File: src/core/ssrp_pkg.sv
/*
  Shared constants and types for the serial register port.
  Assumes one 20 MHz reference clock samples every pin of the link.
*/
package ssrp_pkg;

  // bus identity and byte layout
  localparam logic [6:0] DEV_ADDR = 7'h5f;
  localparam logic [4:0] MCODE_TOP = 5'h01;
  localparam int MCODE_LSB = 3;
  localparam int SUB_INC_POS = 7;
  localparam int SPI_RW_POS = 7;
  localparam int SPI_INC_POS = 6;

  // bit counts
  localparam logic [3:0] I2C_BITS = 4'h8;
  localparam logic [3:0] TX_LAST = 4'h7;
  localparam logic [3:0] SPI_CMD_LAST = 4'h7;
  localparam logic [3:0] SPI_LAST = 4'hf;
  localparam logic [3:0] SPI_LOOP = 4'h8;

  // reset values
  localparam logic [6:0] PTR_RST = 7'h00;
  localparam logic [7:0] BYTE_RST = 8'h00;

  typedef enum logic [6:0] {
    ST_IDLE = 7'h01,
    ST_RX = 7'h02,
    ST_ACK = 7'h04,
    ST_FETCH = 7'h08,
    ST_TX = 7'h10,
    ST_MACK = 7'h20,
    ST_SPI = 7'h40
  } ssrp_state_t;

  typedef enum logic [2:0] {
    K_ADDR = 3'h1,
    K_SUB = 3'h2,
    K_DATA = 3'h4
  } ssrp_kind_t;

  typedef struct packed {
    logic scl;
    logic sda;
    logic cs_n;
  } ssrp_pins_t;

  localparam ssrp_pins_t PINS_RST = '{scl: 1'b1, sda: 1'b1, cs_n: 1'b1};

  typedef struct packed {
    logic wr;
    logic rd;
    logic [6:0] addr;
    logic [7:0] wdata;
  } ssrp_req_t;

endpackage : ssrp_pkg

File: src/core/ssrp_port.sv
/*
  Serial register port: I2C slave (with high-speed entry and exit) and a
  3-wire SPI slave sharing clock and data pins, chosen by the select pin.
  Assumes the register file sits on ref_clk and returns reg_rdata in the
  same cycle that reg_req.rd is high; pins are asynchronous to ref_clk.
*/
`timescale 1ns/1ps

// Function
// - START is data falling while clock high; bus then busy.
// - first byte holds seven address bits plus direction; answer only on match.
// - own address is 1011111; direction 1 reads, 0 writes.
// - sender releases data at acknowledge; receiver holds it low through clock high.
// - sub-address low seven bits pick register; top bit enables pointer advance.
// - read: write address, sub-address, repeated start, read address, then data.
// - write: data bytes each acknowledged and stored until STOP.
// - read continues while host acknowledges; host not-acknowledge then STOP ends.
// - bytes are eight bits, most significant first, any count per transfer.
// - a receiver not ready may hold clock low to stall.
// - unaccepted address leaves data high as not-acknowledge.
// - STOP is data rising while clock high; ends every transfer.
// - high speed only after START, master code 00001xxx, not-acknowledge.
// - high speed persists over repeated starts; STOP returns normal speed.
// - SPI works in clock modes 0 and 3 on three lines.
// - SPI data changes on falling clock, sampled on rising clock.
// - single access is 16 pulses; each extra byte adds 8.
// - bit 0 starts at first falling edge after select falls.
// - first SPI bit: 0 write, 1 read.
// - second SPI bit: 1 advances pointer after each data byte.
// - SPI bits 2-7 register index, then data bytes msb first.
// - select high picks I2C; select low picks SPI; pins shared.
module ssrp_port
  import ssrp_pkg::*;
(
  // clock and reset
  input wire logic ref_clk,
  input wire logic arst_n,
  // shared serial pins
  input wire logic scl_in,
  output logic scl_out,
  output logic scl_oe,
  input wire logic sda_in,
  output logic sda_out,
  output logic sda_oe,
  input wire logic cs_n_in,
  // register side
  output ssrp_req_t reg_req,
  input wire logic [7:0] reg_rdata,
  // status
  output logic bus_busy,
  output logic hs_mode
);

  ssrp_pins_t sy1_r, sy2_r, pv_r;
  ssrp_state_t st_r, st_nxt;
  ssrp_kind_t kind_r, kind_nxt;
  ssrp_req_t req_r, req_nxt;
  logic [3:0] cnt_r, cnt_nxt;
  logic [7:0] sh_r, sh_nxt, buf_r, buf_nxt;
  logic [6:0] ptr_r, ptr_nxt;
  logic rw_r, rw_nxt, inc_r, inc_nxt, nack_r, nack_nxt, drv_r, drv_nxt;
  logic hs_r, hs_nxt, hsp_r, hsp_nxt, busy_r, busy_nxt;
  logic sda_out_r, sda_oe_r, scl_oe_r, scl_out_r;
  logic sda_out_nxt, sda_oe_nxt, scl_oe_nxt;

  // edge and condition decode on the synchronised pins
  wire logic scl_rise = sy2_r.scl & ~pv_r.scl;
  wire logic scl_fall = ~sy2_r.scl & pv_r.scl;
  wire logic i2c_en = sy2_r.cs_n & pv_r.cs_n;
  wire logic start = i2c_en & sy2_r.scl & pv_r.scl & pv_r.sda & ~sy2_r.sda;
  wire logic stop = i2c_en & sy2_r.scl & pv_r.scl & ~pv_r.sda & sy2_r.sda;
  wire logic spi_go = ~sy2_r.cs_n & pv_r.cs_n;
  wire logic spi_end = sy2_r.cs_n & ~pv_r.cs_n;
  wire logic [7:0] rxb = {sh_r[6:0], sy2_r.sda};
  wire logic addr_hit = (sh_r[7:1] == DEV_ADDR);
  wire logic mcode = (sh_r[7:MCODE_LSB] == MCODE_TOP);
  wire logic [3:0] cnt_inc = cnt_r + 4'h1;
  wire logic spi_tx = rw_r & cnt_r[3];
  wire logic [6:0] spi_idx = {1'b0, rxb[5:0]};

  // first stage feeds only the second
  always_ff @(posedge ref_clk or negedge arst_n) begin
    if (!arst_n) begin
      sy1_r <= PINS_RST;
      sy2_r <= PINS_RST;
      pv_r <= PINS_RST;
    end else begin
      sy1_r <= '{scl: scl_in, sda: sda_in, cs_n: cs_n_in};
      sy2_r <= sy1_r;
      pv_r <= sy2_r;
    end
  end

  always_comb begin
    st_nxt = st_r;
    kind_nxt = kind_r;
    cnt_nxt = cnt_r;
    sh_nxt = sh_r;
    buf_nxt = buf_r;
    ptr_nxt = ptr_r;
    rw_nxt = rw_r;
    inc_nxt = inc_r;
    nack_nxt = nack_r;
    drv_nxt = drv_r;
    hs_nxt = hs_r;
    hsp_nxt = hsp_r;
    busy_nxt = busy_r;
    req_nxt = '0;
    req_nxt.addr = ptr_r;
    scl_oe_nxt = 1'b0;
    if ((req_r.rd | req_r.wr) & inc_r) begin
      ptr_nxt = ptr_r + 7'h1;
    end
    case (st_r)
      ST_IDLE: begin
      end
      ST_RX: begin
        if (scl_rise) begin
          sh_nxt = rxb;
          cnt_nxt = cnt_inc;
        end else if (scl_fall && cnt_r == I2C_BITS) begin
          cnt_nxt = '0;
          st_nxt = ST_ACK;
          if (kind_r == K_ADDR) begin
            rw_nxt = sh_r[0];
            kind_nxt = K_SUB;
            if (!addr_hit) begin
              st_nxt = ST_IDLE;
              hsp_nxt = mcode;
            end
          end else if (kind_r == K_SUB) begin
            ptr_nxt = sh_r[6:0];
            inc_nxt = sh_r[SUB_INC_POS];
            kind_nxt = K_DATA;
          end else begin
            req_nxt.wr = 1'b1;
            req_nxt.wdata = sh_r;
          end
        end
      end
      ST_ACK: begin
        if (scl_fall) begin
          st_nxt = ST_RX;
          if (kind_r == K_SUB && rw_r) begin
            st_nxt = ST_FETCH;
            req_nxt.rd = 1'b1;
            scl_oe_nxt = 1'b1;
          end
        end
      end
      ST_FETCH: begin
        scl_oe_nxt = ~req_r.rd;
        if (req_r.rd) begin
          sh_nxt = reg_rdata;
          cnt_nxt = '0;
          st_nxt = ST_TX;
        end
      end
      ST_TX: begin
        if (scl_fall) begin
          sh_nxt = {sh_r[6:0], 1'b0};
          cnt_nxt = cnt_inc;
          if (cnt_r == TX_LAST) begin
            st_nxt = ST_MACK;
          end
        end
      end
      ST_MACK: begin
        if (scl_rise) begin
          nack_nxt = sy2_r.sda;
        end else if (scl_fall) begin
          st_nxt = nack_r ? ST_IDLE : ST_FETCH;
          req_nxt.rd = ~nack_r;
          scl_oe_nxt = ~nack_r;
        end
      end
      ST_SPI: begin
        if (scl_rise) begin
          cnt_nxt = (cnt_r == SPI_LAST) ? SPI_LOOP : cnt_inc;
          if (!spi_tx) begin
            sh_nxt = rxb;
          end
          if (cnt_r == SPI_CMD_LAST) begin
            rw_nxt = rxb[SPI_RW_POS];
            inc_nxt = rxb[SPI_INC_POS];
            ptr_nxt = spi_idx;
            req_nxt.addr = spi_idx;
            req_nxt.rd = rxb[SPI_RW_POS];
          end
          if (cnt_r == SPI_LAST) begin
            req_nxt.rd = rw_r;
            req_nxt.wr = ~rw_r;
            req_nxt.wdata = rxb;
          end
        end else if (scl_fall && spi_tx) begin
          drv_nxt = 1'b1;
          sh_nxt = (cnt_r[2:0] == 3'h0) ? buf_r : {sh_r[6:0], 1'b0};
        end
        if (req_r.rd) begin
          buf_nxt = reg_rdata;
        end
      end
      default: begin
        st_nxt = ST_IDLE;
      end
    endcase
    if (start) begin
      st_nxt = ST_RX;
      kind_nxt = K_ADDR;
      cnt_nxt = '0;
      busy_nxt = 1'b1;
      hs_nxt = hs_r | hsp_r;
      hsp_nxt = 1'b0;
    end
    if (stop) begin
      st_nxt = ST_IDLE;
      busy_nxt = 1'b0;
      hs_nxt = 1'b0;
      hsp_nxt = 1'b0;
    end
    if (spi_go) begin
      st_nxt = ST_SPI;
      cnt_nxt = '0;
      rw_nxt = 1'b0;
      drv_nxt = 1'b0;
      busy_nxt = 1'b0;
    end
    if (spi_end) begin
      st_nxt = ST_IDLE;
      drv_nxt = 1'b0;
    end
  end

  // open-drain in I2C, push-pull only while SPI read data is out
  assign sda_oe_nxt = (st_nxt == ST_ACK) | ((st_nxt == ST_TX) & ~sh_nxt[7])
                    | ((st_nxt == ST_SPI) & drv_nxt);
  assign sda_out_nxt = (st_nxt == ST_SPI) & sh_nxt[7];

  always_ff @(posedge ref_clk or negedge arst_n) begin
    if (!arst_n) begin
      st_r <= ST_IDLE;
      kind_r <= K_ADDR;
      cnt_r <= '0;
      sh_r <= BYTE_RST;
      buf_r <= BYTE_RST;
      ptr_r <= PTR_RST;
      rw_r <= 1'b0;
      inc_r <= 1'b0;
      nack_r <= 1'b1;
      drv_r <= 1'b0;
      hs_r <= 1'b0;
      hsp_r <= 1'b0;
      busy_r <= 1'b0;
      req_r <= '0;
      sda_out_r <= 1'b0;
      sda_oe_r <= 1'b0;
      scl_oe_r <= 1'b0;
      scl_out_r <= 1'b0;
    end else begin
      st_r <= st_nxt;
      kind_r <= kind_nxt;
      cnt_r <= cnt_nxt;
      sh_r <= sh_nxt;
      buf_r <= buf_nxt;
      ptr_r <= ptr_nxt;
      rw_r <= rw_nxt;
      inc_r <= inc_nxt;
      nack_r <= nack_nxt;
      drv_r <= drv_nxt;
      hs_r <= hs_nxt;
      hsp_r <= hsp_nxt;
      busy_r <= busy_nxt;
      req_r <= req_nxt;
      sda_out_r <= sda_out_nxt;
      sda_oe_r <= sda_oe_nxt;
      scl_oe_r <= scl_oe_nxt;
      scl_out_r <= 1'b0;
    end
  end

  assign scl_out = scl_out_r;
  assign scl_oe = scl_oe_r;
  assign sda_out = sda_out_r;
  assign sda_oe = sda_oe_r;
  assign reg_req = req_r;
  assign bus_busy = busy_r;
  assign hs_mode = hs_r;
endmodule : ssrp_port

File: config.mk
export PLATFORM = sky130hd
export DESIGN_NAME = ssrp_port
export DESIGN_NICKNAME = d
export VERILOG_FILES = /design/src/core/ssrp_pkg.sv /design/src/core/ssrp_port.sv
export SDC_FILE = /design/constraint.sdc
export NUM_CORES = 1
export LEC_CHECK = 0
export CAP_MARGIN = 20
export CORE_ASPECT_RATIO = 0.75
export CORE_MARGIN = 2
export CORE_UTILIZATION = 60
export CTS_BUF_LIST = sky130_fd_sc_hd__clkbuf_8
export CTS_CLUSTER_SIZE = 8
export DETAILED_ROUTE_END_ITERATION = 10
export DONT_BUFFER_PORTS = 1
export PLACE_DENSITY_LB_ADDON = 0.12
export SYNTH_ARGS = -nofsm -noshare
export SYNTH_HDL_FRONTEND = slang
export SYNTH_SLANG_ARGS = --single-unit
export TNS_END_PERCENT = 10
File: constraint.sdc
create_clock -name ref_clk -period 4.4 [get_ports ref_clk]
set_input_delay 0.44 -clock ref_clk [delete_from_list [all_inputs] [get_ports ref_clk]]
set_output_delay 0.44 -clock ref_clk [all_outputs]
set_load 0.05 [all_outputs]
== Word-level counts from Yosys, hierarchy flattened ==
Index checks and enable logic that the tools add are counted.

* Flip-flop bits (word level): 73
* Bits of input ports: 13
* Word-level logic and storage cells: 227

* $add $sub $neg: 2
* Equal/unequal tests: 40
* Muxes and demuxes: 100
* Bitwise logic cells: 30
* Reductions and logical operators: 25

{| class="wikitable"
|+ Operators by type and width
! cell !! number
|-
| $mux 7 || 20
|-
| $mux 8 || 13
|-
| $pmux 7 s6 || 1
|-
| $mux 4 || 10
|-
| $mux 1 || 37
|-
| $pmux 8 s4 || 1
|-
| $mux 3 || 8
|-
| $ne 3x3->1 const B || 8
|-
| $eq 7x7->1 const B || 3
|-
| $ne 2x2->1 const B || 9
|-
| $reduce_bool 3->1 || 6
|-
| $mux 17 || 1
|-
| $and 1x1->1 || 16
|-
| $pmux 4 s4 || 1
|-
| $pmux 8 s2 || 1
|-
| $eq 7x3->1 const B || 2
|-
| $eq 7x5->1 const B || 2
|-
| $pmux 7 s2 || 1
|-
| $ne 4x4->1 const B || 3
|-
| $reduce_and 6->1 || 2
|-
| $not 1->1 || 10
|-
| $reduce_and 5->1 || 2
|-
| $eq 4x4->1 const B || 2
|-
| $reduce_bool 2->1 || 4
|-
| 25 further kinds || 34
|}

== Depth between registers and ports, before layout ==
Gate-level depths: netlist of run 1.

* Depth in word-level cells: 14
* Mapped depth: 8
* Gate-level depth less buffers: 7

== Least setup slack after synthesis of run 1 ==
No wires, ideal clock.

* Kind: reg-to-reg
* From: register st_r[6]
* To: register sda_oe_r, in the netlist sda_oe
* Setup time: 0.120 ns
* Data arrival time: 1.907 ns
* Path slack: 2.373 ns
* Stages on the path, launching flop included: 7
* Path buffers: 1
* Cells stage by stage: dfrtp_1 > buf_2 > or4_4 > or4_4 > nor2_8 > a221oi_2 > a31o_1

* Word-level cells in the longest chain between the ends: 11

{| class="wikitable"
|+ Ends and longest elaborated chain
! what !! line !! source
|-
| start, declared || ssrp_port.sv:55 || <nowiki>ssrp_state_t st_r, st_nxt;</nowiki>
|-
| start signal, assigned || ssrp_port.sv:260 || <nowiki>st_r <= st_nxt;</nowiki>
|-
| $eq 7x7->1 (tied with other cells) || ssrp_port.sv:114 || <nowiki>case (st_r)</nowiki>
|-
| $reduce_or 2->1 (no source line) (tied with other cells) || n/a ||
|-
| $pmux 7 s6 || ssrp_port.sv:114 ||
|-
| $mux 7 || ssrp_port.sv:207 || <nowiki>if (start) begin</nowiki>
|-
| $mux 7 || ssrp_port.sv:215 || <nowiki>if (stop) begin</nowiki>
|-
| $mux 7 || ssrp_port.sv:221 || <nowiki>if (spi_go) begin</nowiki>
|-
| $mux 7 || ssrp_port.sv:228 || <nowiki>if (spi_end) begin</nowiki>
|-
| $eq 7x5->1 || ssrp_port.sv:235 || <nowiki>assign sda_oe_nxt = (st_nxt == ST_ACK) | ((st_nxt == ST_TX) & ~sh_nxt[7])</nowiki>
|-
| $and 1x1->1 || ssrp_port.sv:235 ||
|-
| $or 1x1->1 || ssrp_port.sv:235 ||
|-
| $or 1x1->1 * || ssrp_port.sv:236 || <nowiki>| ((st_nxt == ST_SPI) & drv_nxt);</nowiki>
|-
| named net sda_oe_nxt || ssrp_port.sv:64 || <nowiki>logic sda_out_nxt, sda_oe_nxt, scl_oe_nxt;</nowiki>
|-
| end signal, assigned || ssrp_port.sv:275 || <nowiki>sda_oe_r <= sda_oe_nxt;</nowiki>
|-
| end, declared || ssrp_port.sv:63 || <nowiki>logic sda_out_r, sda_oe_r, scl_oe_r, scl_out_r;</nowiki>
|}

The timed path passes the listed nets; every way through them passes the cells marked *.
A chain may end at the register's enable or synchronous reset.

== Worst setup path after layout of run 1 ==
* From: register sy2_r[2] (netlist bit)
* To: register ptr_r[3]

* Word-level cells in the longest chain between the ends: 6

{| class="wikitable"
|+ Ends and longest elaborated chain
! what !! line !! source
|-
| start, declared || ssrp_port.sv:54 || <nowiki>ssrp_pins_t sy1_r, sy2_r, pv_r;</nowiki>
|-
| start signal, assigned || ssrp_port.sv:89 || <nowiki>sy2_r <= sy1_r;</nowiki>
|-
| $not 1->1 || ssrp_port.sv:68 || <nowiki>wire logic scl_fall = ~sy2_r.scl & pv_r.scl;</nowiki>
|-
| $and 1x1->1 || ssrp_port.sv:68 ||
|-
| $logic_and 1x1->1 || ssrp_port.sv:121 || <nowiki>end else if (scl_fall && cnt_r == I2C_BITS) begin</nowiki>
|-
| $mux 7 || ssrp_port.sv:121 ||
|-
| $mux 7 || ssrp_port.sv:118 || <nowiki>if (scl_rise) begin</nowiki>
|-
| $pmux 7 s2 * || ssrp_port.sv:114 ||
|-
| named net ptr_nxt[3] || ssrp_port.sv:60 || <nowiki>logic [6:0] ptr_r, ptr_nxt;</nowiki>
|-
| end signal, assigned || ssrp_port.sv:265 || <nowiki>ptr_r <= ptr_nxt;</nowiki>
|-
| end, declared || ssrp_port.sv:60 ||
|}

Marks and branches as above.

==> impl_metrics.ini, run 1 <==
[run_status]
outcome = finished, final reports clean

[worst_setup_path]
cpMaxStageDelayCell = a22oi_1
crit_start = sy2_r[2]
cp_max_fo = 10
arrival_ns = 2.95
critPathRequiredTime_ns = 4.59
max_stage_delay_ns = 0.65
crit_type = reg -> reg
end_kind = register
path_cells = nor2b_1, nand4_1, a22oi_1, o21ai_0
rr_startpoint = sy2_r[2]
worstSetupStartpointType = register

[pwr]
p_sw_uw = 423.5
ir_worst_vdd_mv = 0.2475
power_uw = 1482
switching_share = 0.2858
p_int_uw = 1058
pwr-share-clk = 0.364
power_frac_comb = 0.117
seq_power_share = 0.519
p_leak_uw = 0.001751
p_per_area_mw_per_mm2 = 361.8

[cells_and_area]
layout_common_cells = dfrtp_1, nand2_1, nor2_1
finish.instance_area_mm2 = 0.004095
n_antenna_cell = 0
layout-drive-gt1-share = 0.1368
area_growth_pct = 6.060
fillers = 500
fin_nets = 391
layout_commonest_cell = dfrtp_1
fin_util = 0.6546

[hold_path]
hp-class = in -> reg
hold_start = cs_n_in

[global_route]
grt_overflow = 0
grt_pass1_wl_mm = 14.66
antenna_found_initial = 0
grt_max_degree = 74
track_usage = 0.2693
grt_pass1_vias = 2765

[route]
vias_per_cell = 6.662
vias = 3071
drt_first_pass_iters = 5
wl_per_cell_um = 20.07
antenna_left = 0
routed_wl_mm = 9.254
dr.first_iter.drc_count = 366
drcViolationCount = 0

[flow_run]
cap_violations = 0

[clock_network]
h-tree-depth = 3
cts.sinks = 73
cts_root_buf = clkbuf_8
numCtsBuffers = 9
clk_latency_ns = 0.35
cts.clk_slew.worst_paths_ns = 0.07
tritoncts = built
cts_resized = 0
cts_buffer_depth = 2

[synth]
postSynth.asyncResetShare = 1.000
netlist_area_mm2 = 0.003861
ys_ff_latch = 73
synthFlopType = dfrtp_1
ys_seq_area_frac = 0.4770
avgSynthCellArea_um2 = 10.03
syn_inst = 385
ys_types = 70
synth_nets = 401
yosys_warnings = 0
synth_edf_count = 0

[timing]
report.final.slew_viol_count = 0
rsz0062_at_grt = false
worst_slew_margin_rel = 0.5050
finClkSkew_ns = 0.01312
fmax_mhz = 363.3
tightest_slew_ns = 0.7410
fin_crit_ns = 2.753
hold_viol_final = 0
fin_crit_sh = 0.6257
hold-worst-slack_ns = 0.09322
setup_viol = 0
setup-tns-final_ns = 0

[die]
initial_core_util = 0.6172
coreArea_mm2 = 0.006256
die-area_mm2 = 0.007100
ios = 36
die_x_um = 96.63
die_h_um = 73.48
rows = 25

[place]
dpl.hpwl_mm = 6.478
port_buffers = 0
place_congestion = 0.8943
dpl_cell_area_mm2 = 0.003851
synth_stat cells, drive strengths merged, types with 3 or more instances:
cell type	number	area, um^2
and2	5	31.28
nor3b	3	22.52
a22o	15	131.4
a21oi	7	35.03
a22oi	9	67.56
xnor2	4	35.03
mux2i	3	30.03
nor2b	7	43.79
dfstp	12	315.3
o221ai	3	32.53
nand3	16	80.08
and3b	3	26.28
nor4b	3	38.79
xor2	4	35.03
buf	10	62.56
dfrtp	61	1526
a221o	8	80.08
and3	6	37.54
ha	3	37.54
nand2	45	168.9
inv	11	41.29
nor3	12	81.33
nor2	26	113.9
clkbuf	13	48.80
o21ai	21	105.1
a311oi	3	26.28
mux2	9	101.4
a31oi	3	18.77
o22ai	6	37.54
a221oi	5	50.04
nand4	3	18.77
nor4	4	25.02
or4	3	30.03
nand2b	5	31.28
metal layers:
layer,part of all wire,GRT usage
met3,0.096,0.09515
met4,0.016,0.05790
met5,0,0
met1,0.47,0.4000
met2,0.42,0.3819
sequential cells by signal, summed over array words and instances (netlist names), 2 cells and up:
| signal | count |
|---|---|
| reg_req | 17 |
| buf_r | 8 |
| sh_r | 8 |
| ptr_r | 7 |
| st_r | 7 |
| cnt_r | 4 |
| kind_r | 3 |
| pv_r | 3 |
| sy1_r | 3 |
| sy2_r | 2 |
worst max-delay path: cells and delay by family, from the launching register on:
| family | cells | cell delay [ns] |
|---|---|---|
| AO/OA/AOI/OAI | 2 | 0.86 |
| AND/OR/NAND/NOR | 2 | 1.14 |
| flip-flops | 1 | 0.62 |
path summary, 6_finish.rpt:
| kind | to | slack (ns) | depth (start not counted) |
|---|---|---|---|
| worst min register to register | sy2_r[0] | 0.36 | 0 |
| worst max register to register | ptr_r[3] | 1.65 | 4 |
| worst max-delay path | ptr_r[3] | 1.65 | 4 |
| worst min-delay path | sy1_r[0] | 0.09 | 0 |
| max in group asynchronous | sy2_r[2] | 3.41 | 2 |
| min in group asynchronous | reg_req[3] | 0.63 | 2 |
final cells by class:
cell class | count | area, um^2 | area share
Multi-Input combinational cell | 278 | 1867 | 0.4559
Inverter | 11 | 41.29 | 0.01008
Clock inverter | 5 | 55.05 | 0.01344
Sequential cell | 73 | 1842 | 0.4497
Tap cell | 81 | 101.3 | 0.02475
Timing Repair Buffer | 2 | 37.54 | 0.009166
Clock buffer | 11 | 151.4 | 0.03697
cell families (layout without fill, tap and decap cells):
group / after synthesis / count (layout) / synth area share
buffers and inverters: 34 / 29 / 0.03953
flip-flops: 73 / 73 / 0.4770
multiplexers: 12 / 12 / 0.03403
XOR/XNOR: 8 / 8 / 0.01814
AO/OA/AOI/OAI: 108 / 108 / 0.2155
adder cells (fa/ha/maj): 3 / 3 / 0.009722
other: 1 / 1 / 0.0009712
AND/OR/NAND/NOR: 146 / 146 / 0.2051
what timing repair did:
action	in CTS	in global routing
endpoints found under the hold margin	73	0
hold buffers	2	0
setup buffers	0	0
setup endpoints to repair	0	0
power groups by stage:
stage / sequential, uW / clock, uW / combinational (uW)
floorplan: 752 / 0 / 141
global placement: 779 / 0 / 151
detailed placement: 780 / 0 / 152
CTS: 767 / 548 / 170
global route: 774 / 575 / 192
finish: 770 / 539 / 173
metrics by stage:
step / std cells / setup WS, ns
after floorplan: 385 / 2.373
after detailed placement: 443 / 1.678
after global placement: 443 / 1.807
after CTS: 461 / 1.674
after global routing: 461 / 1.330
final: 461 / 1.647
(Power assumes the default switching activity.)
==> run 2, diff against run 1 <==
Settings changed: ABC_AREA set to 1.
Clock period 4.4 ns to 2.84 ns, I/O delays scaled along.
==> run 2 against run 1 <==
Compared with the run above:
- clock power grew 66%
- wire length grew 19%
- combinational power grew 140%
- sequential cell count is the same
- non-clock buffer count grew 4
- power grew 67%
- critical path depth grew 3
- sequential share of layout area shrank 3.7 points
- clock-buffer cell count shrank 2
- critical endpoint is now sh_r[3]
- via count grew 20%
==> impl_metrics.ini, run 2 <==
[worst_setup_path]
end_kind = register
critPathBufInv = 1
worstSetupStartpointType = register
arrival_ns = 2.30
cpMaxStageDelayCell = dfstp_2
crit_type = reg -> reg
crit_top_cell = nand2_1
max_stage_delay_ns = 0.61
r2r_setup_slack_ns = 0.78
cp_max_fo = 18
critPathRequiredTime_ns = 3.08
critical_path.top_delay_family = simple AND/OR/NAND/NOR gates
path_cells = nand2_4, inv_1, nor2_1, a31oi_1, nand3_2, nand2_1, nand2_1

[place]
dpl.hpwl_mm = 8.114
port_buffers = 0
place_congestion = 0.9576
pre_cts_ws_ns = 0.8270
dp_cells = 605

[pwr]
ir_worst_vdd_mv = 0.3053
p_per_area_mw_per_mm2 = 555.0
p_leak_uw = 0.002232

[synth]
synth_nets = 545
synth_commonest_cells = nand2_1, inv_1, dfrtp_1
yosysTopAreaCellShare = 0.3688
synthFlopType = dfrtp_1
avgSynthCellArea_um2 = 7.824
ys_seq_area_frac = 0.4450
synth_edf_count = 0
postSynth.asyncResetShare = 1.000
synth_top_area_cell = dfrtp_1
yosys_warnings = 0
syn_inst = 529
ys_top_cells_by_area = dfrtp_1, nand2_1, dfstp_2
ys_types = 38
ys_ff_latch = 73
yosys.cell_count.top_type = nand2_1
netlist_area_mm2 = 0.004139

[timing]
setup_viol = 0
finClkSkew_ns = 0.008485
report.final.slew_viol_count = 0
setup_slack_ns = 0.7789
hold_viol_final = 0
fin_crit_sh = 0.7257
rsz0062_at_grt = false
tightest_slew_ns = 0.6941
worst_slew_margin_rel = 0.5373
setup-tns-final_ns = 0
hold-worst-slack_ns = 0.07430
fin_crit_ns = 2.061
fmax_mhz = 485.2

[die]
rows = 26
coreArea_mm2 = 0.006734
initial_core_util = 0.6146
die_x_um = 99.91
ios = 36
die_h_um = 75.93
die-area_mm2 = 0.007586

[cells_and_area]
n_antenna_cell = 0
largest_reg_flops = 17
layout-drive-gt1-share = 0.1439
layout_commonest_cell = nand2_1
stdcell_count = 626
fin_nets = 553
layout_common_cells = nand2_1, inv_1, dfrtp_1
area_growth_pct = 7.890

[global_route]
grt_busiest_layer = met1
grt_overflow = 0
grt_max_degree = 74
track_usage = 0.3102
antenna_found_initial = 0
met1_usage = 0.4843
use_met2 = 0.4122
grtUsageMet3 = 0.07934
grt_pass1_wl_mm = 18.06
grt_pass1_vias = 3440

[clock_network]
cts.clk_slew.worst_paths_ns = 0.08
cts.sinks = 73
hold_buffers = 5
cts_root_buf = clkbuf_8
post_cts_buffers = 0
tritoncts = built
h-tree-depth = 3
numCtsBuffers = 9
clk_latency_ns = 0.36
cts_resized = 0
cts_buffer_depth = 2

[route]
vias_per_cell = 5.874
routed_wl_mm = 11.00
dr.first_iter.drc_count = 335
drcViolationCount = 0
drt_first_pass_iters = 5
antenna_left = 0
wl_per_cell_um = 17.57
vias = 3677

[run_status]
outcome = finished, final reports clean

[hold_path]
hp-class = in -> reg

[flow_run]
cap_violations = 0
[run 2: changes by cell type after synthesis, sizes merged, moves of 9 or more]
cell    previous run  this run
a21oi              7        16
a22o              15         1
a22oi              9         0
clkbuf            13         0
inv               11        79
nand2             45       151
nand3             16        51
nor2              26        59
o211ai             2        13
[run 2: worst reg2reg max path, stage by stage, from the launching register on]
cell     delay [ns]
dfstp_2        0.61
nand2_4        0.18
inv_1          0.41
nor2_1         0.18
a31oi_1        0.21
nand3_2        0.19
nand2_1        0.11
nand2_1        0.06
[run 2: final cells by class]
type | instances | area [um^2]
fillers | 581 | 2268
multi-input cells | 368 | 1922
flip-flops and latches | 73 | 1842
inverters | 79 | 304.0
clock buffers | 9 | 123.9
well taps | 84 | 105.1
clock inverters | 7 | 93.84
repair buffers | 6 | 75.07
[run 2: power breakdown]
part	switching, uW	internal (uW)
clock	402	494
combinational	304	107
sequential	69.9	1100
[run 2: through the flow]
stage,total power (uW),util,cell area (um^2)
after detailed placement,1558,0.6208,4180
after CTS,2485,0.6631,4466
final,2478,0.6631,4466
after global placement,1552,0.6208,4180
after floorplan,1451,-,4139
after global routing,2584,0.6631,4466
[run 2: path summary, 6_finish.rpt]
check,startpoint,endpoint,cells after the start
min in group asynchronous,arst_n,hsp_r,2
max,sy2_r[2],sh_r[3],7
max reg2reg,sy2_r[2],sh_r[3],7
min,reg_rdata[4],buf_r[4],1
max in group asynchronous,arst_n,st_r[0],2
min reg2reg,sy1_r[0],sy2_r[0],0
[run 2: routing by layer]
metal / vias up / wire (um)
met4: 0 / 200
met1: 1722 / 5246
met5: - / 0
li1: 1737 / -
met2: 195 / 4499
met3: 23 / 1055
[run 2: cells by family after synthesis]
family,count (synthesis),synth area share
xor+xnor,4,0.008463
flops,73,0.4450
simple gates,281,0.3274
other cells,1,0.0009060
fa+ha+maj,3,0.009070
compound gates,78,0.1158
mux,1,0.002720
buf+inv,88,0.09069
